`config.mk`:
```
export PLATFORM = sky130hd
export DESIGN_NAME = adrp_port
export DESIGN_NICKNAME = d
export VERILOG_FILES = /design/src/adrp_pkg.sv /design/src/adrp_port.sv
export SDC_FILE = /design/constraint.sdc
export NUM_CORES = 1
export LEC_CHECK = 0
export BUFFER_PORTS_ARGS = -buffer_cell sky130_fd_sc_hd__clkbuf_2
export CAP_MARGIN = 10
export CORE_MARGIN = 10
export CORE_UTILIZATION = 34
export DETAILED_ROUTE_END_ITERATION = 12
export MAX_ROUTING_LAYER = met4
export PLACE_DENSITY_LB_ADDON = 0.12
export SLEW_MARGIN = 20
export SYNTH_ARGS = -nofsm -noshare
export SYNTH_HDL_FRONTEND = slang
export SYNTH_HIERARCHICAL = 1
export SYNTH_SLANG_ARGS = --single-unit
```
`constraint.sdc`:
```
create_clock -name i_core_clk -period 7.87 [get_ports i_core_clk]
set_input_delay 0.787 -clock i_core_clk [delete_from_list [all_inputs] [get_ports i_core_clk]]
set_output_delay 0.787 -clock i_core_clk [all_outputs]
set_load 0.01 [all_outputs]
```
`src/adrp_pkg.sv`:
```
/*
  constants for the data-ready serial port of a small sensor converter.
  assumes one core clock of 25 MHz; serial pins arrive asynchronously.
*/
// Function
// - while deselected and pull-up enabled, output line is weakly pulled high.
// - pull-up enable cleared: line goes high impedance when select rises.
// - no data-ready indication is ever driven while select is high.
// - on select falling, line is driven at once, high or low by data status.
// - driven low after select means a fresh result is ready to shift out.
// - no fresh result: drive high and shift out last read result again.
// - result completing mid-transfer does not alter shifted word; readable next transfer.
// - master may read a valid uncorrupted result at any moment.
// - single-ended selection converts chosen channel against ground, returns its result.
// - mux offers inputs 0, 1 and 2 each against input 3 as common point.
// - mode 1: clock idles low, launch on rising, sample on falling edges.
// - clock held low longer than the timeout abandons the transfer; the port only times out once at least one bit has been sampled (bits != 0).
package adrp_pkg;
  // ==========================================
  // word layout
  localparam int DATA_W = 16;
  localparam int CFG_W = 16;
  localparam int MUX_LSB = 12;
  localparam int MUX_W = 3;
  localparam int PULLUP_BIT = 3;
  localparam logic [CFG_W-1:0] CFG_RESET = 16'h058b;
  // ==========================================
  // mux selections
  localparam logic [MUX_W-1:0] MUX_0_3 = 3'h1;
  localparam logic [MUX_W-1:0] MUX_1_3 = 3'h2;
  localparam logic [MUX_W-1:0] MUX_2_3 = 3'h3;
  localparam logic [MUX_W-1:0] MUX_SE0 = 3'h4;
  localparam logic [MUX_W-1:0] MUX_SE3 = 3'h7;
  // ==========================================
  // timing
  localparam int CLK_HZ = 25000000;
  localparam int TIMEOUT_MS = 28;
  localparam int TIMEOUT_CYC = CLK_HZ / 1000 * TIMEOUT_MS;
  localparam int FIFO_DEPTH = 8;
  typedef enum logic [1:0] {ADRP_IDLE, ADRP_SHIFT, ADRP_ABORT} adrp_state_t;
endpackage

```
`src/adrp_port.sv`:
```
/*
  serial data-ready port and result fifo.
  assumes the converter core delivers results with valid/ready and the
  pad resolves output, enable and weak pull-up request.
*/
`timescale 1ns/100ps
// ==========================================
// result fifo
module adrp_fifo #(
  parameter int WIDTH = 16,
  parameter int DEPTH = 8
) (
  // clock and reset
  input wire logic i_core_clk,
  input wire logic i_reset_n,
  // fill side
  input wire logic i_valid,
  output logic o_ready,
  input wire logic [WIDTH-1:0] i_data,
  // drain side
  output logic o_valid,
  input wire logic i_ready,
  output logic [WIDTH-1:0] o_data
);
  localparam int AW = $clog2(DEPTH);
  initial begin
    if (DEPTH < 2 || (1 << AW) != DEPTH) $error("depth must be a power of two");
  end
  logic [WIDTH-1:0] mem [DEPTH];
  logic [AW:0] wr_ptr, rd_ptr, next_wr_ptr, next_rd_ptr;
  logic push, pop;
  always_comb begin
    push = i_valid && o_ready;
    pop = o_valid && i_ready;
    next_wr_ptr = wr_ptr + (AW+1)'(push);
    next_rd_ptr = rd_ptr + (AW+1)'(pop);
  end
  always_ff @(posedge i_core_clk) begin
    if (!i_reset_n) begin
      wr_ptr <= '0;
      rd_ptr <= '0;
      o_ready <= 1'b0;
      o_valid <= 1'b0;
      o_data <= '0;
    end else begin
      wr_ptr <= next_wr_ptr;
      rd_ptr <= next_rd_ptr;
      o_ready <= (next_wr_ptr - next_rd_ptr) != (AW+1)'(DEPTH);
      o_valid <= (next_wr_ptr - next_rd_ptr) != '0;
      o_data <= mem[next_rd_ptr[AW-1:0]];
      if (push) begin
        mem[wr_ptr[AW-1:0]] <= i_data;
        if (next_rd_ptr[AW-1:0] == wr_ptr[AW-1:0]) o_data <= i_data;
      end
    end
  end
endmodule

// ==========================================
// serial port
module adrp_port
  import adrp_pkg::*;
#(
  parameter int TIMEOUT = TIMEOUT_CYC
) (
  // clock and reset
  input wire logic i_core_clk,
  input wire logic i_reset_n,
  // serial pins
  input wire logic i_sclk,
  input wire logic i_cs_n,
  input wire logic i_din,
  output logic o_data_out_ready_line,
  output logic o_data_out_ready_line_oe,
  output logic o_data_out_ready_line_pullup,
  // converter side
  input wire logic i_result_valid,
  output logic o_result_ready,
  input wire logic [adrp_pkg::DATA_W-1:0] i_result,
  // configuration to converter
  output logic [adrp_pkg::MUX_W-1:0] o_mux_sel,
  output logic o_mux_se,
  output logic o_mux_common3
);
  import adrp_pkg::*;
  initial begin
    if (TIMEOUT < 2) $error("timeout too small");
  end
  // ==========================================
  // synchronisers
  logic [2:0] sclk_s, cs_s;
  logic [1:0] din_s;
  always_ff @(posedge i_core_clk) begin
    if (!i_reset_n) begin
      sclk_s <= 3'h0;
      cs_s <= 3'h7;
      din_s <= 2'h0;
    end else begin
      sclk_s <= {sclk_s[1:0], i_sclk};
      cs_s <= {cs_s[1:0], i_cs_n};
      din_s <= {din_s[0], i_din};
    end
  end
  logic sclk_rise, sclk_fall, cs_fall, cs_rise, cs_hi;
  always_comb begin
    sclk_rise = sclk_s[1] && !sclk_s[2];
    sclk_fall = !sclk_s[1] && sclk_s[2];
    cs_fall = !cs_s[1] && cs_s[2];
    cs_rise = cs_s[1] && !cs_s[2];
    cs_hi = cs_s[1];
  end
  // ==========================================
  // fifo between converter and port
  logic f_valid, f_pop;
  logic [DATA_W-1:0] f_data;
  adrp_fifo #(.WIDTH(DATA_W), .DEPTH(FIFO_DEPTH)) u_fifo (
    .i_core_clk(i_core_clk),
    .i_reset_n(i_reset_n),
    .i_valid(i_result_valid),
    .o_ready(o_result_ready),
    .i_data(i_result),
    .o_valid(f_valid),
    .i_ready(f_pop),
    .o_data(f_data)
  );
  // ==========================================
  // transfer state
  adrp_state_t state, next_state;
  logic [DATA_W-1:0] latest, next_latest, shreg, next_shreg;
  logic [CFG_W-1:0] cfg, next_cfg, inreg, next_inreg;
  logic [4:0] bits, next_bits;
  logic fresh, next_fresh, dout, next_dout, oe, next_oe, pu, next_pu;
  logic [$clog2(TIMEOUT+1)-1:0] lowcnt, next_lowcnt;
  always_comb begin
    next_state = state;
    next_latest = latest;
    next_shreg = shreg;
    next_cfg = cfg;
    next_inreg = inreg;
    next_bits = bits;
    next_fresh = fresh;
    next_dout = dout;
    next_oe = oe;
    next_pu = pu;
    next_lowcnt = lowcnt;
    // latest result stays frozen while shifting; fifo drains in idle and in abort, never in shift
    f_pop = f_valid && (state != ADRP_SHIFT) && !cs_fall;
    if (f_pop) begin
      next_latest = f_data;
      next_fresh = 1'b1;
    end
    unique case (state)
      ADRP_IDLE: begin
        if (cs_fall) begin
          // snapshot taken at selection so a late result never tears the word
          next_shreg = latest;
          next_dout = !fresh;
          next_oe = 1'b1;
          next_bits = 5'h0;
          next_lowcnt = '0;
          next_state = ADRP_SHIFT;
        end
      end
      ADRP_SHIFT: begin
        if (cs_hi) begin
          next_state = ADRP_IDLE;
        end else begin
          if (sclk_rise) begin
            if (bits == 5'h0) next_fresh = 1'b0;
            next_dout = shreg[DATA_W-1];
            next_shreg = {shreg[DATA_W-2:0], shreg[DATA_W-1]};
          end
          if (sclk_fall && bits < 5'(CFG_W)) begin
            next_inreg = {inreg[CFG_W-2:0], din_s[1]};
            next_bits = bits + 5'h1;
            if (bits == 5'(CFG_W-1)) next_cfg = {inreg[CFG_W-2:0], din_s[1]};
          end
          next_lowcnt = sclk_s[1] ? '0 : lowcnt + 1'b1;
          if (bits != 5'h0 && lowcnt == ($bits(lowcnt))'(TIMEOUT)) begin
            next_state = ADRP_ABORT;
          end
        end
      end
      ADRP_ABORT: begin
        if (cs_hi) next_state = ADRP_IDLE;
      end
    endcase
    if (cs_rise || cs_hi) begin
      next_oe = 1'b0;
      next_pu = next_cfg[PULLUP_BIT];
    end else if (cs_fall) begin
      next_pu = 1'b0;
    end
  end
  always_ff @(posedge i_core_clk) begin
    if (!i_reset_n) begin
      state <= ADRP_IDLE;
      latest <= '0;
      shreg <= '0;
      cfg <= CFG_RESET;
      inreg <= '0;
      bits <= '0;
      fresh <= 1'b0;
      dout <= 1'b1;
      oe <= 1'b0;
      pu <= 1'b1;
      lowcnt <= '0;
    end else begin
      state <= next_state;
      latest <= next_latest;
      shreg <= next_shreg;
      cfg <= next_cfg;
      inreg <= next_inreg;
      bits <= next_bits;
      fresh <= next_fresh;
      dout <= next_dout;
      oe <= next_oe;
      pu <= next_pu;
      lowcnt <= next_lowcnt;
    end
  end
  // ==========================================
  // outputs and mux decode
  logic [MUX_W-1:0] msel;
  always_comb msel = cfg[MUX_LSB +: MUX_W];
  always_ff @(posedge i_core_clk) begin
    if (!i_reset_n) begin
      o_mux_sel <= '0;
      o_mux_se <= 1'b0;
      o_mux_common3 <= 1'b0;
    end else begin
      o_mux_sel <= msel;
      o_mux_se <= msel >= MUX_SE0 && msel <= MUX_SE3;
      o_mux_common3 <= msel >= MUX_0_3 && msel <= MUX_2_3;
    end
  end
  always_comb begin
    o_data_out_ready_line = dout;
    o_data_out_ready_line_oe = oe;
    o_data_out_ready_line_pullup = pu;
  end
  // ==========================================
  // checks
  no_drive_hi_a: assert property (@(posedge i_core_clk) disable iff (!i_reset_n)
    cs_s[2] && cs_s[1] |=> !o_data_out_ready_line_oe) else $error("line driven while deselected");
  drive_on_sel_a: assert property (@(posedge i_core_clk) disable iff (!i_reset_n)
    cs_fall && state == ADRP_IDLE |=> o_data_out_ready_line_oe) else $error("line not driven on select");
  ready_level_a: assert property (@(posedge i_core_clk) disable iff (!i_reset_n)
    cs_fall && state == ADRP_IDLE |=> o_data_out_ready_line == !$past(fresh)) else $error("ready level wrong");
  frozen_word_a: assert property (@(posedge i_core_clk) disable iff (!i_reset_n)
    state == ADRP_SHIFT |=> $stable(latest)) else $error("result changed in transfer");
  pullup_a: assert property (@(posedge i_core_clk) disable iff (!i_reset_n)
    cs_rise |=> o_data_out_ready_line_pullup == cfg[PULLUP_BIT]) else $error("pull-up wrong");
  fresh_set_a: assert property (@(posedge i_core_clk) disable iff (!i_reset_n)
    f_pop |=> fresh) else $error("fresh flag not set");
  mux_se_a: assert property (@(posedge i_core_clk) disable iff (!i_reset_n)
    msel == MUX_SE0 |=> o_mux_se && !o_mux_common3) else $error("mux decode wrong");
  timeout_a: assert property (@(posedge i_core_clk) disable iff (!i_reset_n)
    state == ADRP_SHIFT && !cs_hi && bits != 5'h0 && lowcnt == ($bits(lowcnt))'(TIMEOUT) |=> state == ADRP_ABORT)
    else $error("timeout missed");
  sel_c: cover property (@(posedge i_core_clk) cs_fall && fresh);
  stale_c: cover property (@(posedge i_core_clk) cs_fall && !fresh);
  abort_c: cover property (@(posedge i_core_clk) state == ADRP_ABORT);
endmodule

```
# --- Word level (Yosys, flattened, before mapping) ---
# Memory sizes are Yosys's and may differ from the RTL's.
# Cells that the tools add are included.
totals:
  regBits: 131
  latchBits: 0
  ram_bits: 128
  romBits: 0
  inputBits: 22
  output_inout_bits: 9
  word_cells: 119
  mem_count: 1
classes:
  add_sub_neg: 5
  n_mul: 0
  div: 0
  magnitude_cmp: 5
  n_eq_ne: 13
  n_shift: 0
  n_mux: 37
  n_bitwise: 2
  reduce_logical: 33
memory_table:
  columns: ["name", "depth", "width", "read_ports", "rd_ports_with_merged_regs", "wr", "line_no", "rtl"]
  rows:
  - ["u_fifo.mem", 8, 16, 1, 0, 1, "adrp_port.sv:29", "logic [WIDTH-1:0] mem [DEPTH];"]
ops:
  columns: ["operator", "count"]
  rows:
  - ["two-way mux 16 bit", 5]
  - ["two-way mux 20 bit", 3]
  - ["one-hot mux 20 bit (2 select lines)", 1]
  - ["one-hot mux 16 bit (2 select lines)", 1]
  - ["adder 20 x 1 -> 20 bit (second input constant)", 1]
  - ["== test 20 bit (second input constant)", 1]
  - ["two-way mux 4 bit", 4]
  - ["two-way mux 5 bit", 3]
  - ["two-way mux 1 bit", 13]
  - ["logical AND 1 bit", 12]
  - ["AND reduction 4 bit", 3]
  - ["inequality test 2 bit (second input constant)", 5]
  - ["one-hot mux 5 bit (2 select lines)", 1]
  - ["AND reduction 3 bit", 3]
  - ["adder 4 x 1 -> 4 bit", 2]
  - ["two-way mux 2 bit", 4]
  - ["logical NOT 1 bit", 6]
  - ["one-hot mux 2 bit (3 select lines)", 1]
  - ["adder 5 x 1 -> 5 bit (second input constant)", 1]
  - ["== test 5 x 4 -> 1 bit (second input constant)", 1]
  - ["logical NOT 5 bit", 1]
  - ["less-than comparator 5 bit (second input constant)", 1]
  - ["nonzero test 5 bit", 1]
  - ["inequality test 4 bit (second input constant)", 1]
  - ["other kinds (18)", 20]

# --- Longest topological paths before layout ---
depth:
  ltp_word: 9
  mapped_depth: 16
  depth_no_buf: 13

# --- Cells and area by module ---
# Netlist, hierarchy kept.
by_module_without_submodules:
  columns: ["mod", "instances", "cells_per_inst", "area_per_inst_um2"]
  rows:
  - ["adrp_fifo", 1, 333, 5995.8]
  - ["adrp_port", 1, 431, 4115.2]

# --- Worst setup path before layout ---
# No wires, ideal clock.
synth_timing:
  kind: "register to register"
  from: "register state[1]"
  to: "register u_fifo.o_valid"
  setup_time_ns: 0.125
  arrival_ns: 3.402
  t_required_ns: 7.745
  setup_slack_ns: 4.343
  stages_incl_launch_ff: 17
  path_cell_list: "dfxtp_1 > inv_1 > ha_1 > buf_1 > nand3b_1 > clkinv_1 > clkbuf_1 > and2_1 > ha_1 > ha_1 > clkbuf_1 > nand2b_1 > a21o_1 > a211o_1 > o211ai_1 > xnor2_1 > o41a_1"
synth_between:
  elab_chain_len: 7
synth_lines:
  columns: ["element", "line_no", "rtl"]
  rows:
  - ["from (decl)", "adrp_port.sv:128", "adrp_state_t state, next_state;"]
  - ["from (signal assigned)", "adrp_port.sv:209", "state <= next_state;"]
  - ["inequality test 2 x 1 -> 1 bit", "adrp_port.sv:147", "f_pop = f_valid && (state != ADRP_SHIFT) && !cs_fall;"]
  - ["logical AND 1 bit (2 in series)", "adrp_port.sv:147", null]
  - ["net f_pop", "adrp_port.sv:114", "logic f_valid, f_pop;"]
  - ["logical AND 1 bit", "adrp_port.sv:34", "pop = o_valid && i_ready;"]
  - ["adder 4 x 1 -> 4 bit", "adrp_port.sv:36", "next_rd_ptr = rd_ptr + (AW+1)'(pop);"]
  - ["subtractor 4 bit", "adrp_port.sv:49", "o_valid <= (next_wr_ptr - next_rd_ptr) != '0;"]
  - ["nonzero test 4 bit", "adrp_port.sv:49", null]
  - ["to (signal assigned)", "adrp_port.sv:43", "o_valid <= 1'b0;"]
  - ["to (signal assigned)", "adrp_port.sv:49", null]
  - ["to (decl)", "adrp_port.sv:21", "output logic o_valid,"]
# The timed path passes the listed nets, and every way through them passes these cells.
# A chain may end at the register's enable or synchronous reset.

# --- Worst setup path in the final report ---
layout_timing:
  from: "register state[1]"
  to: "register u_fifo.o_data[13]"
layout_between:
  elab_chain_len: 8
layout_lines:
  columns: ["element", "line_no", "rtl"]
  rows:
  - ["inequality test 2 x 1 -> 1 bit (*)", "adrp_port.sv:147", null]
  - ["logical AND 1 bit (*) (2 in series)", "adrp_port.sv:147", null]
  - ["logical AND 1 bit (*)", "adrp_port.sv:34", null]
  - ["adder 4 x 1 -> 4 bit (*)", "adrp_port.sv:36", null]
  - ["memory (8 x 16 bit) or == test 3 bit (tied branches)", null, null]
  - ["two-way mux 16 bit", "adrp_port.sv:53", "if (next_rd_ptr[AW-1:0] == wr_ptr[AW-1:0]) o_data <= i_data;"]
  - ["two-way mux 16 bit (*)", "adrp_port.sv:51", "if (push) begin"]
  - ["to (signal assigned)", "adrp_port.sv:50", "o_data <= mem[next_rd_ptr[AW-1:0]];"]
  - ["to (signal assigned)", "adrp_port.sv:53", null]
  - ["to (decl)", "adrp_port.sv:23", "output logic [WIDTH-1:0] o_data"]
# Mark *: on every way between the ends. The rest lies on a longest branch, timed or not.

==> metrics.log <==
INFO  metric synthesis.nets = 800
INFO  metric ys_warn_count = 6
INFO  metric avgViaCountPerCell = 4.92
INFO  metric synthCells = 764
INFO  metric die_extent_in_x = 192 um
INFO  metric r2r-start = state[1]
INFO  metric static-leakage-power = 4.33 nW
INFO  metric clockBufferDepth = 3
INFO  metric core_area = 29500 um^2
INFO  metric io-pin-count = 31
INFO  metric worst_slew_margin_rel = 32.3%
INFO  metric antenna_found_initial = 0
INFO  metric report.final.slew_viol_count = 0
INFO  metric post_cts_hold_buffer_count = 0
INFO  metric cp-startpoint = state[1]
INFO  metric grt.met1_usage = 14.7%
INFO  metric critical_path.endpoint_type = flip-flop
INFO  metric fmax = 0.216 GHz
INFO  metric clk-insertion-delay-late = 550 ps
INFO  metric grt_use_total = 11.7%
INFO  metric rows = 63
INFO  metric fin_worst_skew = 23.6 ps
INFO  metric drt-initial-drc-count = 362
INFO  metric port_buffers = 30
INFO  metric reg2reg_setup_slack = 3250 ps
INFO  metric synth_area_per_cell = 13.2 um^2
INFO  metric peak_ir_drop_on_the_vdd_network = 0.199 mV
INFO  metric last_weighted_congestion_value_of_the_routability_driven_placer = 0.743
INFO  metric finalSetupTns = 0 ps
INFO  metric remaining_drc_errors = 0
INFO  metric crit_path_kind = reg2reg
INFO  metric avg_wl_per_cell = 17.3 um
INFO  metric worstReg2RegEnd = u_fifo/o_data[13]
INFO  metric worstHoldPathType = reg2reg
INFO  metric drt_pass1_iterations = 4
INFO  metric critical_path_peak_fanout = 32
INFO  metric tritoncts = done
INFO  metric status = completed
INFO  metric maxCapViolations = 0
INFO  metric h-tree-depth = 1
INFO  metric tritoncts.num_buffers = 27
INFO  metric final_hpwl_from_detailed_placement = 12.6 mm
INFO  metric yosys_most_used_dff = sky130_fd_sc_hd__edfxtp_1
INFO  metric r2r.worst_path.cells = 14
INFO  metric powerDensity = 269 nW/um^2
INFO  metric vias_in_the_first_global_route = 6263
INFO  metric total_grt_overflow = 0
INFO  metric hold_viol_final = 0
INFO  metric die_height = 192 um
INFO  metric hold_start = cs_s[0]
INFO  metric hold_slack = 406 ps
INFO  metric holdPathEnd = cs_s[1]
INFO  metric setup_viol = 0
INFO  metric clock_sink_count = 248
INFO  metric synth_cell_type_count = 65
INFO  metric syn_area = 10100 um^2
INFO  metric tightestPinTransition = 1020 ps
INFO  metric vias_post_dr = 5944
INFO  metric utilization = 39.6%
INFO  metric ys_async_sr_fraction = 0%
INFO  metric hold_path_depth = 1
INFO  metric period_share = 58.8%
INFO  metric register_bit_count_reported_by_yosys = 248
INFO  metric use_met2 = 19.1%
INFO  metric clk_root_buffer_cell = sky130_fd_sc_hd__clkbuf_16
INFO  metric post_cts_resize_count = 0
INFO  metric period_needed = 4620 ps
INFO  metric largest_net_degree_at_the_start_of_global_routing = 105
INFO  metric die-area = 37000 um^2
INFO  metric clk_transition_reported_paths = 60 ps
INFO  metric route.antenna.remaining_nets = 0
INFO  metric initial_util = 34.3%
INFO  metric critical_path_required = 8290 ps
INFO  metric worstSetupStartpointType = flip-flop
INFO  metric n_antenna_cell = 0
INFO  metric detail_route.wirelength = 20.9 mm
INFO  metric first_pass_grt_wire_length = 33.8 mm
INFO  metric nets = 834
INFO  metric post_route_cells_drive_above_1_share = 17.4%
INFO  metric grtUsageMet3 = 1.86%
INFO  metric cp_data_arrival_time = 5050 ps
INFO  metric synthToLayoutAreaGrowth = 15.4%
INFO  metric top_usage_layer = met2
INFO  metric grt_setup_unrepaired = false
INFO  metric post-cts-setup-buffers = 0
INFO  metric edff_count_synth = 128
INFO  metric proportion_of_synthesized_chip_area_in_sequential_cells = 61.8%
-- area by class of cell --
type,count,area (um^2)
Fill cell,2857,17800
Multi-Input combinational cell,460,3660
Sequential cell,248,6250
Tap cell,390,488
Inverter,16,60.1
Timing Repair Buffer,45,278
Clock buffer,32,744
Clock inverter,17,184
-- sequential cells by signal, summed over array words and instances (netlist names), 2 cells and up, named ones only --
| register | count |
|---|---|
| u_fifo/mem | 128 |
| lowcnt | 20 |
| latest | 16 |
| shreg | 16 |
| u_fifo/o_data | 16 |
| inreg | 14 |
| bits | 5 |
| u_fifo/rd_ptr | 4 |
| u_fifo/wr_ptr | 4 |
| cfg | 3 |
| cs_s | 3 |
| o_mux_sel | 3 |
| sclk_s | 3 |
| din_s | 2 |
| state | 2 |
-- report_power, final --
group,internal [mW],switching [mW]
clock,0.775,0.523
sequential,1.41,0.0321
combinational,0.179,0.211
total,2.37,0.767
-- cell usage in the layout, fill, tap and decap left out, types with 3 or more instances in the layout --
| cell | count |
|---|---|
| sky130_fd_sc_hd__nand2b_1 | 12 |
| sky130_fd_sc_hd__nor2_1 | 25 |
| sky130_fd_sc_hd__mux4_2 | 32 |
| sky130_fd_sc_hd__nor2b_1 | 20 |
| sky130_fd_sc_hd__clkbuf_2 | 29 |
| sky130_fd_sc_hd__bufinv_16 | 3 |
| sky130_fd_sc_hd__xor2_1 | 6 |
| sky130_fd_sc_hd__clkbuf_16 | 27 |
| sky130_fd_sc_hd__inv_1 | 15 |
| sky130_fd_sc_hd__mux2i_1 | 42 |
| sky130_fd_sc_hd__nand4_1 | 8 |
| sky130_fd_sc_hd__ha_1 | 13 |
| sky130_fd_sc_hd__a21boi_0 | 20 |
| sky130_fd_sc_hd__o31ai_1 | 7 |
| sky130_fd_sc_hd__or4_1 | 6 |
| sky130_fd_sc_hd__clkbuf_8 | 5 |
| sky130_fd_sc_hd__nand3_1 | 30 |
| sky130_fd_sc_hd__edfxtp_1 | 128 |
| sky130_fd_sc_hd__xnor2_1 | 14 |
| sky130_fd_sc_hd__nand3b_1 | 3 |
| sky130_fd_sc_hd__nor4_1 | 3 |
| sky130_fd_sc_hd__nand2_1 | 102 |
| sky130_fd_sc_hd__buf_4 | 13 |
| sky130_fd_sc_hd__and2_1 | 19 |
| sky130_fd_sc_hd__o21ai_0 | 4 |
| sky130_fd_sc_hd__a31oi_1 | 3 |
| sky130_fd_sc_hd__clkinvlp_4 | 4 |
| sky130_fd_sc_hd__or4b_1 | 3 |
| sky130_fd_sc_hd__a21oi_1 | 11 |
| sky130_fd_sc_hd__clkinv_2 | 8 |
| sky130_fd_sc_hd__dfxtp_1 | 120 |
| sky130_fd_sc_hd__o211a_1 | 32 |
-- per-layer routing --
layer / part of all wire (%) / up-vias
met1: 47 / 2950
li1: - / 2884
met5: 0 / -
met4: 2.7 / 0
met3: 2.8 / 40
met2: 48 / 70
-- cell usage after synthesis (all sizes together) (2+ instances only) --
master	n	area (um^2)
nand2	103	389
clkbuf	26	97.6
a21boi	20	150
and4	2	18.8
nor2b	20	125
nor2	25	93.8
nand3	30	150
o211ai	2	15.0
a211oi	2	25.0
and2	20	126
nor3b	2	15.0
nor4b	2	17.5
a2111oi	3	27.5
ha	14	175
o31ai	7	52.6
nor4	3	18.8
nor3	4	25.0
nand3b	3	22.5
or4b	3	30.0
a21oi	11	55.1
nand4b	2	17.5
inv	15	56.3
buf	14	75.1
dfxtp	120	2400
mux2i	42	420
nand2b	12	75.1
nand4	9	62.6
xor2	7	80.1
o21ai	5	28.8
mux4	32	721
a31oi	3	18.8
or4	7	56.3
xnor2	15	139
o211a	32	320
and3	2	12.5
edfxtp	128	3840
-- worst max-delay path, stage by stage (launching register included) --
cell and delay [ps]:
sky130_fd_sc_hd__dfxtp_1 330, sky130_fd_sc_hd__inv_1 80, sky130_fd_sc_hd__ha_1 140, sky130_fd_sc_hd__buf_4 390, sky130_fd_sc_hd__nand3b_1 530, sky130_fd_sc_hd__clkinv_1 590
sky130_fd_sc_hd__and2_1 340, sky130_fd_sc_hd__ha_2 180, sky130_fd_sc_hd__ha_1 260, sky130_fd_sc_hd__xor2_4 630, sky130_fd_sc_hd__xnor2_1 260, sky130_fd_sc_hd__nand4_1 150
sky130_fd_sc_hd__buf_4 350, sky130_fd_sc_hd__nand3_1 120, sky130_fd_sc_hd__o211a_1 150
-- stage by stage --
step | cells | instance area [um^2] | worst slack (ps) | power (mW)
2_1_floorplan | 764 | 10100 | 4340 | 1.77
3_3_place_gp | 1157 | 10700 | 3210 | 1.86
4_1_cts | 1206 | 11600 | 3150 | 3.19
6_report | 1208 | 11700 | 3250 | 3.13
5_1_grt | 1208 | 11700 | 2740 | 3.28
3_5_place_dp | 1157 | 10700 | 3150 | 1.87
-- kinds of logic (layout without fill, tap and decap cells) --
kind of cell	Yosys count	in the layout	synth area share, %
buf+inv	56	110	2.30
mux	75	75	11.4
fa+ha+maj	14	14	1.73
flops	248	248	61.8
compound gates	96	96	7.85
xor+xnor	22	22	2.17
simple gates	253	253	12.7
-- how the worst max path moves through the flow --
stage                   endpoint  slack, ps  cells past startpoint
2_1_floorplan     u_fifo/o_valid       4340                     16
3_3_place_gp    u_fifo/o_data[1]       3210                     14
3_5_place_dp    u_fifo/o_data[1]       3150                     14
4_1_cts        u_fifo/o_data[13]       3150                     14
5_1_grt         u_fifo/o_data[2]       2740                     14
6_report       u_fifo/o_data[13]       3250                     14
Power figures use the tool's default switching activity.
